==> config.mk <==
export PLATFORM = sky130hd
export DESIGN_NAME = atcsr_regs
export DESIGN_NICKNAME = d
export VERILOG_FILES = /design/src/atcsr_pkg.sv /design/src/atcsr_rate_gen.sv /design/src/atcsr_regs.sv
export SDC_FILE = /design/constraint.sdc
export NUM_CORES = 1
export LEC_CHECK = 0
export BUFFER_PORTS_ARGS = -buffer_cell sky130_fd_sc_hd__buf_2
export CORE_MARGIN = 3
export CORE_UTILIZATION = 52
export CTS_CLUSTER_SIZE = 30
export DETAILED_ROUTE_END_ITERATION = 10
export GPL_TIMING_DRIVEN = 0
export HOLD_SLACK_MARGIN = 0.1
export MAX_ROUTING_LAYER = met4
export PLACE_DENSITY = 0.85
export SYNTH_ARGS = -nofsm -noshare
export SYNTH_HDL_FRONTEND = slang
export SYNTH_SLANG_ARGS = --single-unit
==> constraint.sdc <==
create_clock -name ref_clk -period 3.8 [get_ports ref_clk]
set_input_delay 0.19 -clock ref_clk [delete_from_list [all_inputs] [get_ports ref_clk]]
set_output_delay 0.19 -clock ref_clk [all_outputs]
set_load 0.03 [all_outputs]
==> src/atcsr_pkg.sv <==
// Package for the terminal configuration and status register bank.
// Assumes one 40 MHz clock and an SPI front end outside this block.
package atcsr_pkg;

   // ----------------------------------------------------------------
   // Instruction codes
   // ----------------------------------------------------------------
   localparam logic [7:0] OP_SET_DIVIDER = 8'h07;
   localparam logic [7:0] OP_READ_STATUS = 8'h0a;
   localparam logic [7:0] OP_READ_CONFIG = 8'h0b;
   localparam logic [7:0] OP_WRITE_CONFIG = 8'h10;
   localparam logic [7:0] OP_TX_START     = 8'h12;

   // ----------------------------------------------------------------
   // Configuration word fields
   // ----------------------------------------------------------------
   localparam int CFG_RX_RATE      = 0;
   localparam int CFG_CLK_SRC      = 1;
   localparam int CFG_LABEL_FILT   = 2;
   localparam int CFG_TX_PAR_EN    = 3;
   localparam int CFG_RX_PAR_CHK   = 4;
   localparam int CFG_LOOPBACK_N   = 5;
   localparam int CFG_DEC_EN       = 6;
   localparam int CFG_DEC_B10      = 7;
   localparam int CFG_DEC_B9       = 8;
   localparam int CFG_TX_PAR_POL   = 9;
   localparam int CFG_TX_RATE      = 10;
   localparam int CFG_LABEL_ORDER  = 11;
   localparam int CFG_DRV_DIS      = 12;
   localparam int CFG_TX_AUTO      = 13;
   localparam int CFG_TX_FLAG_SEL  = 14;
   localparam int CFG_RX_FLAG_SEL  = 15;
   localparam logic [15:0] CFG_RESET = 16'h0000;

   // ----------------------------------------------------------------
   // Status word fields
   // ----------------------------------------------------------------
   localparam int ST_RX_EMPTY = 0;
   localparam int ST_RX_HALF  = 1;
   localparam int ST_RX_FULL  = 2;
   localparam int ST_TX_EMPTY = 3;
   localparam int ST_TX_HALF  = 4;
   localparam int ST_TX_FULL  = 5;
   localparam logic [7:0] ST_RESET = 8'h09;

   // ----------------------------------------------------------------
   // Rates and divider
   // ----------------------------------------------------------------
   localparam int FIFO_DEPTH     = 32;
   localparam int FIFO_HALF      = 16;
   localparam int HI_RATE_DIV    = 10;
   localparam int LO_RATE_DIV    = 80;
   localparam logic [3:0] DIV_RESET = 4'h1;

endpackage : atcsr_pkg

==> src/atcsr_rate_gen.sv <==
// Rate tick generator: divides the arinc clock tick by 10 or 80.
// Assumes clkTick is a one-cycle pulse on ref_clk.
`timescale 1ns/1ps
module atcsr_rate_gen
   import atcsr_pkg::*;
(
   input  wire logic ref_clk,
   input  wire logic rstn,
   input  wire logic clkTick,
   input  wire logic lowSpeed,
   output logic      rateTick
);
   logic [6:0] cnt_q;
   logic [6:0] cnt_d;
   wire  [6:0] lastCount = lowSpeed ? 7'(LO_RATE_DIV - 1)
                                    : 7'(HI_RATE_DIV - 1);
   wire        wrap      = clkTick && (cnt_q >= lastCount);

   assign cnt_d = !clkTick ? cnt_q : (wrap ? 7'h00 : cnt_q + 7'h01);

   always_ff @(posedge ref_clk or negedge rstn)
   begin
      if (!rstn)
      begin
         cnt_q    <= 7'h00;
         rateTick <= 1'b0;
      end
      else
      begin
         cnt_q    <= cnt_d;
         rateTick <= wrap;
      end
   end
endmodule : atcsr_rate_gen

==> src/atcsr_regs.sv <==
// Configuration and status register bank of the serial terminal.
// Assumes a decoded SPI front end: opcode strobes with parallel data,
// and occupancy counts from the FIFOs, all on ref_clk.
`timescale 1ns/1ps

// Operation
// [RULE1] Write instruction loads sixteen-bit configuration
// [RULE2] Read instruction returns configuration word
// [RULE3] Bit 0: receive rate clk/10 or /80
// [RULE4] Bit 1: direct or divided arinc clock
// [RULE5] Bit 2 label filter; bit 6 decoder
// [RULE6] Bit 3: bit 32 data or parity
// [RULE7] Bit 4 enables receive odd parity check
// [RULE8] Bit 5 clear loops transmitter into receiver
// [RULE9] Decoder compares bits 10,9 to bits 7,8
// [RULE10] Bit 9: odd or even transmit parity
// [RULE11] Bit 10: transmit rate and slope
// [RULE12] Bit 11: label bit order on transfers
// [RULE13] Bit 12 disables line driver, null
// [RULE14] Bit 13: start instruction or auto send
// [RULE15] Flag pins select empty or full
// [RULE16] Status read gives eight bits, 6-7 zero
// [RULE17] Status bit 0: receive fifo empty
// [RULE18] Status bit 1: receive holds sixteen plus
// [RULE19] Status bit 2: receive fifo full
// [RULE20] Status bit 3: transmit fifo empty
// [RULE21] Status bits 4,5: transmit half, full
// [RULE22] Empty receive read returns zeros
// [RULE23] Divider only 1,2,4,8,10; else stopped
// [RULE24] Status follows occupancy every cycle
module atcsr_regs
   import atcsr_pkg::*;
#(
   parameter int DEPTH = FIFO_DEPTH,
   parameter int HALF  = FIFO_HALF,
   parameter int CW    = $clog2(DEPTH + 1)
)
(
   input  wire logic          ref_clk,
   input  wire logic          rstn,
   input  wire logic          opStrobe,
   input  wire logic [7:0]    opCode,
   input  wire logic [15:0]   opData,
   input  wire logic          rxWordRead,
   input  wire logic [31:0]   rxFifoWord,
   input  wire logic [CW-1:0] rxCount,
   input  wire logic [CW-1:0] txCount,
   input  wire logic          rxWordDone,
   input  wire logic [31:0]   rxWord,
   input  wire logic          rxLabelHit,
   output logic [15:0]        readData_q,
   output logic               readValid_q,
   output logic [31:0]        rxReadWord_q,
   output logic [15:0]        configWord_q,
   output logic               rxRateTick_q,
   output logic               txRateTick_q,
   output logic               arincTick_q,
   output logic               rxLoad_q,
   output logic               rxParityErr_q,
   output logic               txParityEnable_q,
   output logic               txParityEven_q,
   output logic               lineDriverDisable_q,
   output logic               loopbackEnable_q,
   output logic               labelReverse_q,
   output logic               txGo_q,
   output logic               txSlowSlope_q,
   output logic               txFifoFlagPin_q,
   output logic               rxFifoFlagPin_q,
   output logic [7:0]         fifoStatusWord_q
);

   // ----------------------------------------------------------------
   // Instruction decode
   // ----------------------------------------------------------------
   wire writeCfg   = opStrobe && (opCode == OP_WRITE_CONFIG);
   wire readCfg    = opStrobe && (opCode == OP_READ_CONFIG);
   wire readStat   = opStrobe && (opCode == OP_READ_STATUS);
   wire setDiv     = opStrobe && (opCode == OP_SET_DIVIDER);
   wire txStartCmd = opStrobe && (opCode == OP_TX_START);

   // ----------------------------------------------------------------
   // Configuration word
   // ----------------------------------------------------------------
   logic [15:0] cfg_d;
   assign cfg_d = writeCfg ? opData : configWord_q; // see [RULE1]

   wire rxLowSpeed = configWord_q[CFG_RX_RATE];  // see [RULE3]
   wire txLowSpeed = configWord_q[CFG_TX_RATE];  // see [RULE11]
   wire useDivided = configWord_q[CFG_CLK_SRC];  // see [RULE4]

   // ----------------------------------------------------------------
   // Status word, rebuilt from the counts every cycle
   // ----------------------------------------------------------------
   wire rxEmpty = (rxCount == CW'(0));               // see [RULE17]
   wire rxHalf  = (rxCount >= CW'(HALF));            // see [RULE18]
   wire rxFull  = (rxCount >= CW'(DEPTH));           // see [RULE19]
   wire txEmpty = (txCount == CW'(0));               // see [RULE20]
   wire txHalf  = (txCount >= CW'(HALF));            // see [RULE21]
   wire txFull  = (txCount >= CW'(DEPTH));           // see [RULE21]
   wire [7:0] stat_d = {2'b00, txFull, txHalf, txEmpty,
                        rxFull, rxHalf, rxEmpty};     // see [RULE16]
   wire txFlag_d = configWord_q[CFG_TX_FLAG_SEL] ? txFull : txEmpty;
   wire rxFlag_d = configWord_q[CFG_RX_FLAG_SEL] ? rxFull : rxEmpty;

   // ----------------------------------------------------------------
   // Clock divider for the arinc clock
   // ----------------------------------------------------------------
   logic [3:0] div_q;
   logic [3:0] divCnt_q;
   logic [3:0] divCnt_d;
   // Nibble only: ratios other than 1, 2, 4, 8 and 10 are meaningless and stop the clock
   wire divLegal = (div_q == 4'h1) || (div_q == 4'h2) ||
                   (div_q == 4'h4) || (div_q == 4'h8) ||
                   (div_q == 4'ha);                   // see [RULE23]
   wire divWrap  = divLegal && (divCnt_q >= div_q - 4'h1);
   assign divCnt_d = !divLegal ? 4'h0 :
                     (divWrap ? 4'h0 : divCnt_q + 4'h1);
   wire arincTick_d = useDivided ? divWrap : 1'b1;    // see [RULE4]

   logic rxTick;
   logic txTick;
   atcsr_rate_gen u_rx_rate
   (
      .ref_clk  (ref_clk),
      .rstn     (rstn),
      .clkTick  (arincTick_q),
      .lowSpeed (rxLowSpeed),
      .rateTick (rxTick)
   );
   atcsr_rate_gen u_tx_rate
   (
      .ref_clk  (ref_clk),
      .rstn     (rstn),
      .clkTick  (arincTick_q),
      .lowSpeed (txLowSpeed),
      .rateTick (txTick)
   );

   // ----------------------------------------------------------------
   // Receive word acceptance
   // ----------------------------------------------------------------
   wire labelOk  = !configWord_q[CFG_LABEL_FILT] || rxLabelHit; // see [RULE5]
   wire decOk    = !configWord_q[CFG_DEC_EN] ||
                   ((rxWord[9] == configWord_q[CFG_DEC_B10]) &&
                    (rxWord[8] == configWord_q[CFG_DEC_B9])); // see [RULE9]
   // Set means the received word did not carry odd parity
   wire parErr   = configWord_q[CFG_RX_PAR_CHK] && !(^rxWord); // see [RULE7]

   // ----------------------------------------------------------------
   // Read answers
   // ----------------------------------------------------------------
   wire [15:0] rd_d = readCfg  ? configWord_q :            // see [RULE2]
                      readStat ? {8'h00, fifoStatusWord_q} : 16'h0000;
   // Empty fifo yields zeros rather than stale data
   wire [31:0] rxRd_d = rxEmpty ? 32'h0000_0000 : rxFifoWord; // see [RULE22]

   // Transmit go: latched by instruction, or auto while data waits
   wire txGo_d = configWord_q[CFG_TX_AUTO] ? !txEmpty :      // see [RULE14]
                 (txEmpty ? 1'b0 : (txGo_q || txStartCmd));

   // ----------------------------------------------------------------
   // Registers
   // ----------------------------------------------------------------
   always_ff @(posedge ref_clk or negedge rstn)
   begin
      if (!rstn)
      begin
         configWord_q     <= CFG_RESET;
         fifoStatusWord_q <= ST_RESET;
         div_q            <= DIV_RESET;
         divCnt_q         <= 4'h0;
         arincTick_q      <= 1'b0;
         readData_q       <= 16'h0000;
         readValid_q      <= 1'b0;
         rxReadWord_q     <= 32'h0000_0000;
         txGo_q           <= 1'b0;
      end
      else
      begin
         configWord_q     <= cfg_d;
         fifoStatusWord_q <= stat_d;                // see [RULE24]
         div_q            <= setDiv ? opData[3:0] : div_q;
         divCnt_q         <= divCnt_d;
         arincTick_q      <= arincTick_d;
         readData_q       <= rd_d;
         readValid_q      <= readCfg || readStat;
         rxReadWord_q     <= rxWordRead ? rxRd_d : rxReadWord_q;
         txGo_q           <= txGo_d;
      end
   end

   always_ff @(posedge ref_clk or negedge rstn)
   begin
      if (!rstn)
      begin
         rxRateTick_q        <= 1'b0;
         txRateTick_q        <= 1'b0;
         rxLoad_q            <= 1'b0;
         rxParityErr_q       <= 1'b0;
         txParityEnable_q    <= 1'b0;
         txParityEven_q      <= 1'b0;
         lineDriverDisable_q <= 1'b0;
         loopbackEnable_q    <= 1'b1;
         labelReverse_q      <= 1'b1;
         txSlowSlope_q       <= 1'b0;
         txFifoFlagPin_q     <= 1'b1;
         rxFifoFlagPin_q     <= 1'b1;
      end
      else
      begin
         rxRateTick_q        <= rxTick;
         txRateTick_q        <= txTick;
         rxLoad_q            <= rxWordDone && labelOk && decOk; // see [RULE5]
         rxParityErr_q       <= parErr;
         txParityEnable_q    <= configWord_q[CFG_TX_PAR_EN];  // see [RULE6]
         txParityEven_q      <= configWord_q[CFG_TX_PAR_POL]; // see [RULE10]
         lineDriverDisable_q <= configWord_q[CFG_DRV_DIS];    // see [RULE13]
         loopbackEnable_q    <= !configWord_q[CFG_LOOPBACK_N]; // see [RULE8]
         labelReverse_q      <= !configWord_q[CFG_LABEL_ORDER]; // see [RULE12]
         txSlowSlope_q       <= txLowSpeed;                   // see [RULE11]
         txFifoFlagPin_q     <= txFlag_d;                     // see [RULE15]
         rxFifoFlagPin_q     <= rxFlag_d;                     // see [RULE15]
      end
   end

   // ----------------------------------------------------------------
   // Checks
   // ----------------------------------------------------------------
   property p_cfg_write;
      @(posedge ref_clk) disable iff (!rstn)
      writeCfg |=> (configWord_q == $past(opData));
   endproperty
   a_cfg_write: assert property (p_cfg_write) // see [RULE1]
      else $error("config word not loaded");

   property p_cfg_read;
      @(posedge ref_clk) disable iff (!rstn)
      readCfg |=> readValid_q && (readData_q == $past(configWord_q));
   endproperty
   a_cfg_read: assert property (p_cfg_read) // see [RULE2]
      else $error("config read wrong");

   property p_stat_read;
      @(posedge ref_clk) disable iff (!rstn)
      readStat |=> readValid_q && (readData_q[15:6] == 10'h000) &&
                   (readData_q[5:0] == $past(fifoStatusWord_q[5:0]));
   endproperty
   a_stat_read: assert property (p_stat_read) // see [RULE16]
      else $error("status upper bits not zero");

   property p_rx_empty;
      @(posedge ref_clk) disable iff (!rstn)
      (rxCount == CW'(0)) |=> fifoStatusWord_q[ST_RX_EMPTY];
   endproperty
   a_rx_empty: assert property (p_rx_empty) // see [RULE17]
      else $error("rx empty flag wrong");

   property p_rx_half;
      @(posedge ref_clk) disable iff (!rstn)
      1'b1 |=> fifoStatusWord_q[ST_RX_HALF] == ($past(rxCount) >= CW'(HALF));
   endproperty
   a_rx_half: assert property (p_rx_half) // see [RULE18]
      else $error("rx half flag wrong");

   property p_tx_full;
      @(posedge ref_clk) disable iff (!rstn)
      1'b1 |=> fifoStatusWord_q[ST_TX_FULL] == ($past(txCount) >= CW'(DEPTH));
   endproperty
   a_tx_full: assert property (p_tx_full) // see [RULE21]
      else $error("tx full flag wrong");

   property p_flag_pin;
      @(posedge ref_clk) disable iff (!rstn)
      configWord_q[CFG_RX_FLAG_SEL] && rxFull |=> rxFifoFlagPin_q;
   endproperty
   a_flag_pin: assert property (p_flag_pin) // see [RULE15]
      else $error("rx flag pin wrong");

   property p_div_stop;
      @(posedge ref_clk) disable iff (!rstn)
      (useDivided && !divLegal) [*2] |=> !arincTick_q;
   endproperty
   a_div_stop: assert property (p_div_stop) // see [RULE23]
      else $error("illegal divider still ticks");

   property p_empty_read;
      @(posedge ref_clk) disable iff (!rstn)
      rxWordRead && rxEmpty |=> (rxReadWord_q == 32'h0000_0000);
   endproperty
   a_empty_read: assert property (p_empty_read) // see [RULE22]
      else $error("empty read not zero");

endmodule : atcsr_regs

* Yosys cells after proc, flatten, opt, wreduce, memory -nomap -nowiden
Cells that the tools add are included.
W data, S select, Z words.
** Operators by class
- $lt $le $gt $ge :: 7
- Muxes and demuxes :: 14
- Reductions and logical operators :: 29
- Add/subtract/negate cells :: 4
- Eq/ne operators :: 12
** Operator list (number)
- $mux W32 :: 1
- $reduce_xor A32 Y1 :: 1
- $mux W7 :: 4
- $eq A8 B4 Y1 const B :: 2
- $eq A8 B5 Y1 const B :: 2
- $mux W16 :: 1
- $add A7 B1 Y7 const B :: 2
- $ge A7 B7 Y1 :: 2
- $ge A6 B5 Y1 const B :: 2
- $ge A6 B6 Y1 const B :: 2
- $logic_and A1 B1 Y1 :: 12
- $logic_not A6 Y1 :: 2
- $eq A4 B4 Y1 const B :: 2
- $eq A8 B3 Y1 const B :: 1
- $logic_or A1 B1 Y1 :: 8
- $mux W4 :: 2
- $logic_not A1 Y1 :: 6
- $mux W6 :: 1
- $mux W1 :: 5
- $add A4 B1 Y4 const B :: 1
- $eq A4 B1 Y1 const B :: 1
- $eq A4 B2 Y1 const B :: 1
- $eq A4 B3 Y1 const B :: 1
- $ge A4 B4 Y1 :: 1
- 2 further kinds :: 3
** Word-level totals
- Output and inout bits :: 87
- Bits of input ports :: 106
- Flip-flop bits (word level) :: 109
- Logic and storage cells :: 91

* Depth between registers and ports, before layout
- Depth in word-level cells :: 8
- Depth in mapped cells :: 8
- Depth with buffers taken out :: 8

* Modules after synthesis
A second synthesis with hierarchy kept.
** Unflattened totals
- Cell total of the unflattened synthesis :: 438
- Area, all modules :: 4895.9 µm²
** By module, submodules not included
- atcsr_regs :: times used 1, sequential area each 2336.0 µm², area an instance 3965.1 µm², cells each 346
- atcsr_rate_gen :: times used 2, sequential area each 200.2 µm², area an instance 465.4 µm², cells each 46

* Worst setup path before layout
No wires, ideal clock.
- Path type :: reg-to-reg
- From :: reg div_q[0]
- To :: reg divCnt_q[2]
- Library setup time :: 0.072 ns
- Arrival time :: 1.812 ns
- Clock period less this slack :: 1.884 ns
- Path buffers :: 0
- Required time :: 3.728 ns
- Stages on the path, launching flop included :: 9
- Path slack :: 1.916 ns
- Path through :: dfstp_2 inv_1 ha_1 ha_1 a21o_1 a21o_1 a21oi_1 nand2_1 nor2_1
** On the way
- Cells in the longest elaborated chain, start to end :: 8
- Elaborated cells on any way between the ends :: 14
- Those cells by class :: 1 x add/sub; 1 x order compare; 5 x eq/ne; 2 x mux; 5 x reduce/logical
** Ends and longest elaborated chain
- from (decl) :: RTL line atcsr_regs.sv:108 : logic [3:0] div_q;
- from (signal assigned) :: RTL line atcsr_regs.sv:182 : div_q <= setDiv ? opData[3:0] : div_q;
- branches (longest 7 deep; another with $sub A4 B1 Y4)
- $mux W4 (*) :: RTL line atcsr_regs.sv:116 : assign divCnt_d = !divLegal ? 4'h0 :
- via divCnt_d[2] :: RTL line atcsr_regs.sv:110 : logic [3:0] divCnt_d;
- to (signal assigned) :: RTL line atcsr_regs.sv:183 : divCnt_q <= divCnt_d;
- to (decl) :: RTL line atcsr_regs.sv:109 : logic [3:0] divCnt_q;
Mark *: on every way through the listed nets, which the timed path passes.
A chain may end at the register's enable or synchronous reset.

* Final worst setup path
Same ends and word-level chain as after synthesis.

==> impl_results.md <==
- Floorplan die area: roughly 0.011 sq mm
- Power per standard cell area: 436.2 mW/mm^2
- Period utilisation layout: 54.43%
- Most used flip-flop cell after synthesis: sky130_fd_sc_hd__dfrtp_1
- Starting density of the core: between 50% and 60%
- Total Wirelength: about 13 mm
- Ratio of cells with drive above 1 in the final layout: a little over a third
- Reg2reg end: divCnt_q[2]
- Class of the tightest hold or removal check: in2reg
- Count of instances resized after the clock tree is built: 0
- Worst slew pin tran: 0.6088 ns
- Net Sw Frac: slightly above 30%
- Clock slew at reported path FFs: around 0.1 ns
- HPWL after DPL: 9.036 mm
- Classification of the worst setup path: reg2reg
- Floorplan die height: 102.8 um
- GRT Resource Usage Total: 27.03%
- Final ANT Viol Nets: 0
- Ratio of routed vias to standard cells: 5.222
- Max-slew violation count: 0
- Summed instance area of the synthesized netlist: approximately 0.005 sq mm
- Die Span X: about 100 um
- DR pass1 iterations: 4
- Initial antenna violation count: 0
- Busiest layer in global routing: met2
- Worst-skew pair later-pin latency: 0.36 ns
- RD Place Congestion: 0.8156
- Tmin final: 2.068 ns
- Met2 global-route usage: between 40 and 50%
- Start point of the worst hold path: rxCount[0]
- Required time at the worst-slack endpoint: 4.10 ns
- Register-to-register setup slack: 1.73 ns
- Number of storage elements in the synthesis netlist: approximately 110
- Proportion of synthesized chip area in sequential cells: 56.16%
- CTS tree: yes
- CTS buffer count: 9
- Core outline area: 0.008891 sq mm
- Peak supply drop: 245.6 uV
- Area added between synthesis and finish: 39.96%
- Fraction of met1 tracks used by global routing: 30.25%
- Setup repair bufs after CTS: 0
- Clock root cell: sky130_fd_sc_hd__clkbuf_8
- Hold violation count in the final report: 0
- Library cells used by synthesis: 39
- Setup crit end kind: flop
- Power dissipated by switching net loads: 0.9183 mW
- Vias after detailed routing: 4219
- Total overflow reported by the global router: 0
- Final net count: 816
- Sequential group share of total power: between 40% and 50%
- I/O pins: 193
- Met3 capacity usage during global routing: 4.263%
- Worst flop-to-flop path startpoint: div_q[0]
- Max-cap violations: 0
- Setup-violating endpoint count in the final report: 0
- Via count of the first global-routing pass: 4405
- # DRC: 0
- Depth of the CTS H-tree: 3
- End point of the worst hold path: rxFifoFlagPin_q
- Routed wire per std cell: 16.63 um
- Final worst slack: approximately 1.7 ns
- Clock share of power: 29.0%
- Data arrival at the endpoint of the critical path: 2.37 ns
- Combinational group share of total power: 25.2%
- RSZ-0062 raised after global routing: no
- Worst Skew: between 0.009 and 0.01 ns
- Number of warnings reported in the yosys synthesis log: 0
- Setup TNS: 0 ns
- Path depth of the worst reg2reg path: 8
- Mapped Avg Cell Area: 11.20 sq um
- Highest Clock Rate: 483.5 MHz
- Instance count along the most critical hold path: 3
- Clock tree sinks: 109
- Worst-case clock buffer depth: 2
- Proportion of synthesized flip-flops having asynchronous set or reset: 100.0%
- Violation count after the first detailed-routing iteration: 165
- Setup WS pre-CTS: 1.759 ns
- Post-synthesis instance total: 435
- Placement-stage cell area: 0.005982 sq mm
- Lkg Pwr: 3.633 nW
- Outcome: completed
- Cell-internal power: 2.056 mW
- Largest net degree at the start of global routing: 66
- First-pass GRT wire length: 21.13 mm
- Number of synthesized flops with an enable pin: 0
- Category of the worst setup path launch point: flop
- Design Area, Final: slightly below 0.007 sq mm
- Worst-case headroom to the max-slew limit: just under 60%
- Maximum fanout along the worst path: 4
- Number of standard-cell rows in the floorplan: 34
- PortBufs: about 190
-- power by group through the flow --
stage / Sequential (mW) / Combinational, mW / Clock (mW)
2_1_floorplan: 1.48 / 0.366 / 0
3_3_place_gp: 1.37 / 0.663 / 0
3_5_place_dp: 1.38 / 0.696 / 0
4_1_cts: 1.36 / 0.743 / 0.874
5_1_grt: 1.38 / 0.828 / 0.922
6_report: 1.36 / 0.749 / 0.863
-- area by class of cell --
class / instances / area [sq um]
Antenna cell: 1 / 2.502
Inverter: 49 / 183.9
Clock buffer: 9 / 123.9
Clock inverter: 7 / 130.1
Fill cell: 531 / 2072
Buffer: 20 / 102.6
Timing Repair Buffer: 247 / 1551
Sequential cell: 109 / 2736
Tap cell: 108 / 135.1
Multi-Input combinational cell: 258 / 1853
-- cell usage in the layout (no fill, tap or decap), drive strengths merged, types with 7 or more instances in the layout --
cell,instances
dfstp,7
xnor2,36
and2,9
o21ai,11
nand2,43
nor2,30
clkbuf,20
buf,198
mux2,18
dfrtp,102
dlygate4sd3,58
ha,16
xor2,9
inv,51
mux2i,8
o22ai,33
-- how the worst max path moves through the flow --
stage | start | end | slack (ns)
floorplan | div_q[0] | divCnt_q[2] | 1.92
global placement | rstn | readData_q[6] | 1.40
detailed placement | div_q[0] | divCnt_q[2] | 1.76
CTS | div_q[0] | divCnt_q[2] | 1.73
global route | div_q[0] | divCnt_q[2] | 1.59
finish | div_q[0] | divCnt_q[2] | 1.73
-- through the flow --
step                hold WS [ns]  power (mW)  util [%]  cells
detailed placement        0.2314       2.077     67.28    733
global route              0.1224       3.127     76.67    807
CTS                       0.1020       2.978     76.67    807
floorplan                -0.1056       1.845         -    436
finish                    0.1190       2.974     76.70    808
global placement          0.3337       2.037     66.94    732
-- synthesized netlist by cell type (2+ instances only) --
master	n	share of area, %
sky130_fd_sc_hd__ha_1	16	4.1
sky130_fd_sc_hd__nor2b_1	3	0.39
sky130_fd_sc_hd__nand3_1	4	0.41
sky130_fd_sc_hd__and2_1	9	1.2
sky130_fd_sc_hd__xor2_1	9	1.6
sky130_fd_sc_hd__o31ai_1	2	0.31
sky130_fd_sc_hd__and3_1	3	0.39
sky130_fd_sc_hd__nor2_1	28	2.2
sky130_fd_sc_hd__buf_4	4	0.62
sky130_fd_sc_hd__mux2_2	8	1.8
sky130_fd_sc_hd__or4_1	2	0.31
sky130_fd_sc_hd__a211o_1	2	0.36
sky130_fd_sc_hd__a21oi_1	4	0.41
sky130_fd_sc_hd__nor2_2	2	0.26
sky130_fd_sc_hd__a21o_1	6	0.92
sky130_fd_sc_hd__nor3_1	3	0.31
sky130_fd_sc_hd__o22ai_1	33	4.2
sky130_fd_sc_hd__inv_1	49	3.8
sky130_fd_sc_hd__o21ai_0	10	1.0
sky130_fd_sc_hd__mux2i_1	8	1.6
sky130_fd_sc_hd__mux2_4	10	3.1
sky130_fd_sc_hd__nand4_1	5	0.64
sky130_fd_sc_hd__clkbuf_1	11	0.85
sky130_fd_sc_hd__xnor2_1	36	6.5
sky130_fd_sc_hd__buf_2	4	0.41
sky130_fd_sc_hd__dfstp_2	7	3.8
sky130_fd_sc_hd__a21oi_2	2	0.36
sky130_fd_sc_hd__nand2_1	43	3.3
sky130_fd_sc_hd__dfrtp_1	102	52
-- routing by layer --
layer | wire (um) | part of all wire, %
met1 | 4939 | 37
met2 | 7339 | 55
met3 | 686 | 5.1
met4 | 476 | 3.5
met5 | 0 | 0
-- worst max-delay path, cell delays in order (launching register included) --
cell	delay (ns)
sky130_fd_sc_hd__dfstp_2	0.56
sky130_fd_sc_hd__inv_1	0.08
sky130_fd_sc_hd__ha_1	0.31
sky130_fd_sc_hd__ha_1	0.27
sky130_fd_sc_hd__a21o_1	0.15
sky130_fd_sc_hd__a21o_1	0.17
sky130_fd_sc_hd__a21oi_1	0.21
sky130_fd_sc_hd__nand2_1	0.13
sky130_fd_sc_hd__nor2_1	0.13
-- state kept, by name (all words and copies together) (netlist names), 4 cells and up --
register and count:
configWord_q 16, divCnt_q 4, div_q 4, fifoStatusWord_q 6, readData_q 16, rxReadWord_q 32, u_rx_rate.cnt_q 7, u_tx_rate.cnt_q 7
-- what timing repair did --
item | 4_1_cts | 5_1_grt
endpoints found under the setup margin | 0 | 0
hold buffers | 58 | 0
endpoints found under the hold margin | 103 | 0
-- cells by family (layout without fill, tap and decap cells) --
kind of cell / after synthesis / count (layout) / share of synthesized area [%]
XOR/XNOR: 45 / 45 / 8.089
AO/OA/AOI/OAI: 60 / 60 / 7.730
buffers and inverters: 69 / 332 / 5.881
flip-flops: 109 / 109 / 56.16
multiplexers: 26 / 26 / 6.574
other: 1 / 3 / 0.07697
adder cells (fa/ha/maj): 16 / 16 / 4.109
AND/OR/NAND/NOR: 109 / 109 / 11.38
Power figures use the tool's default switching activity.
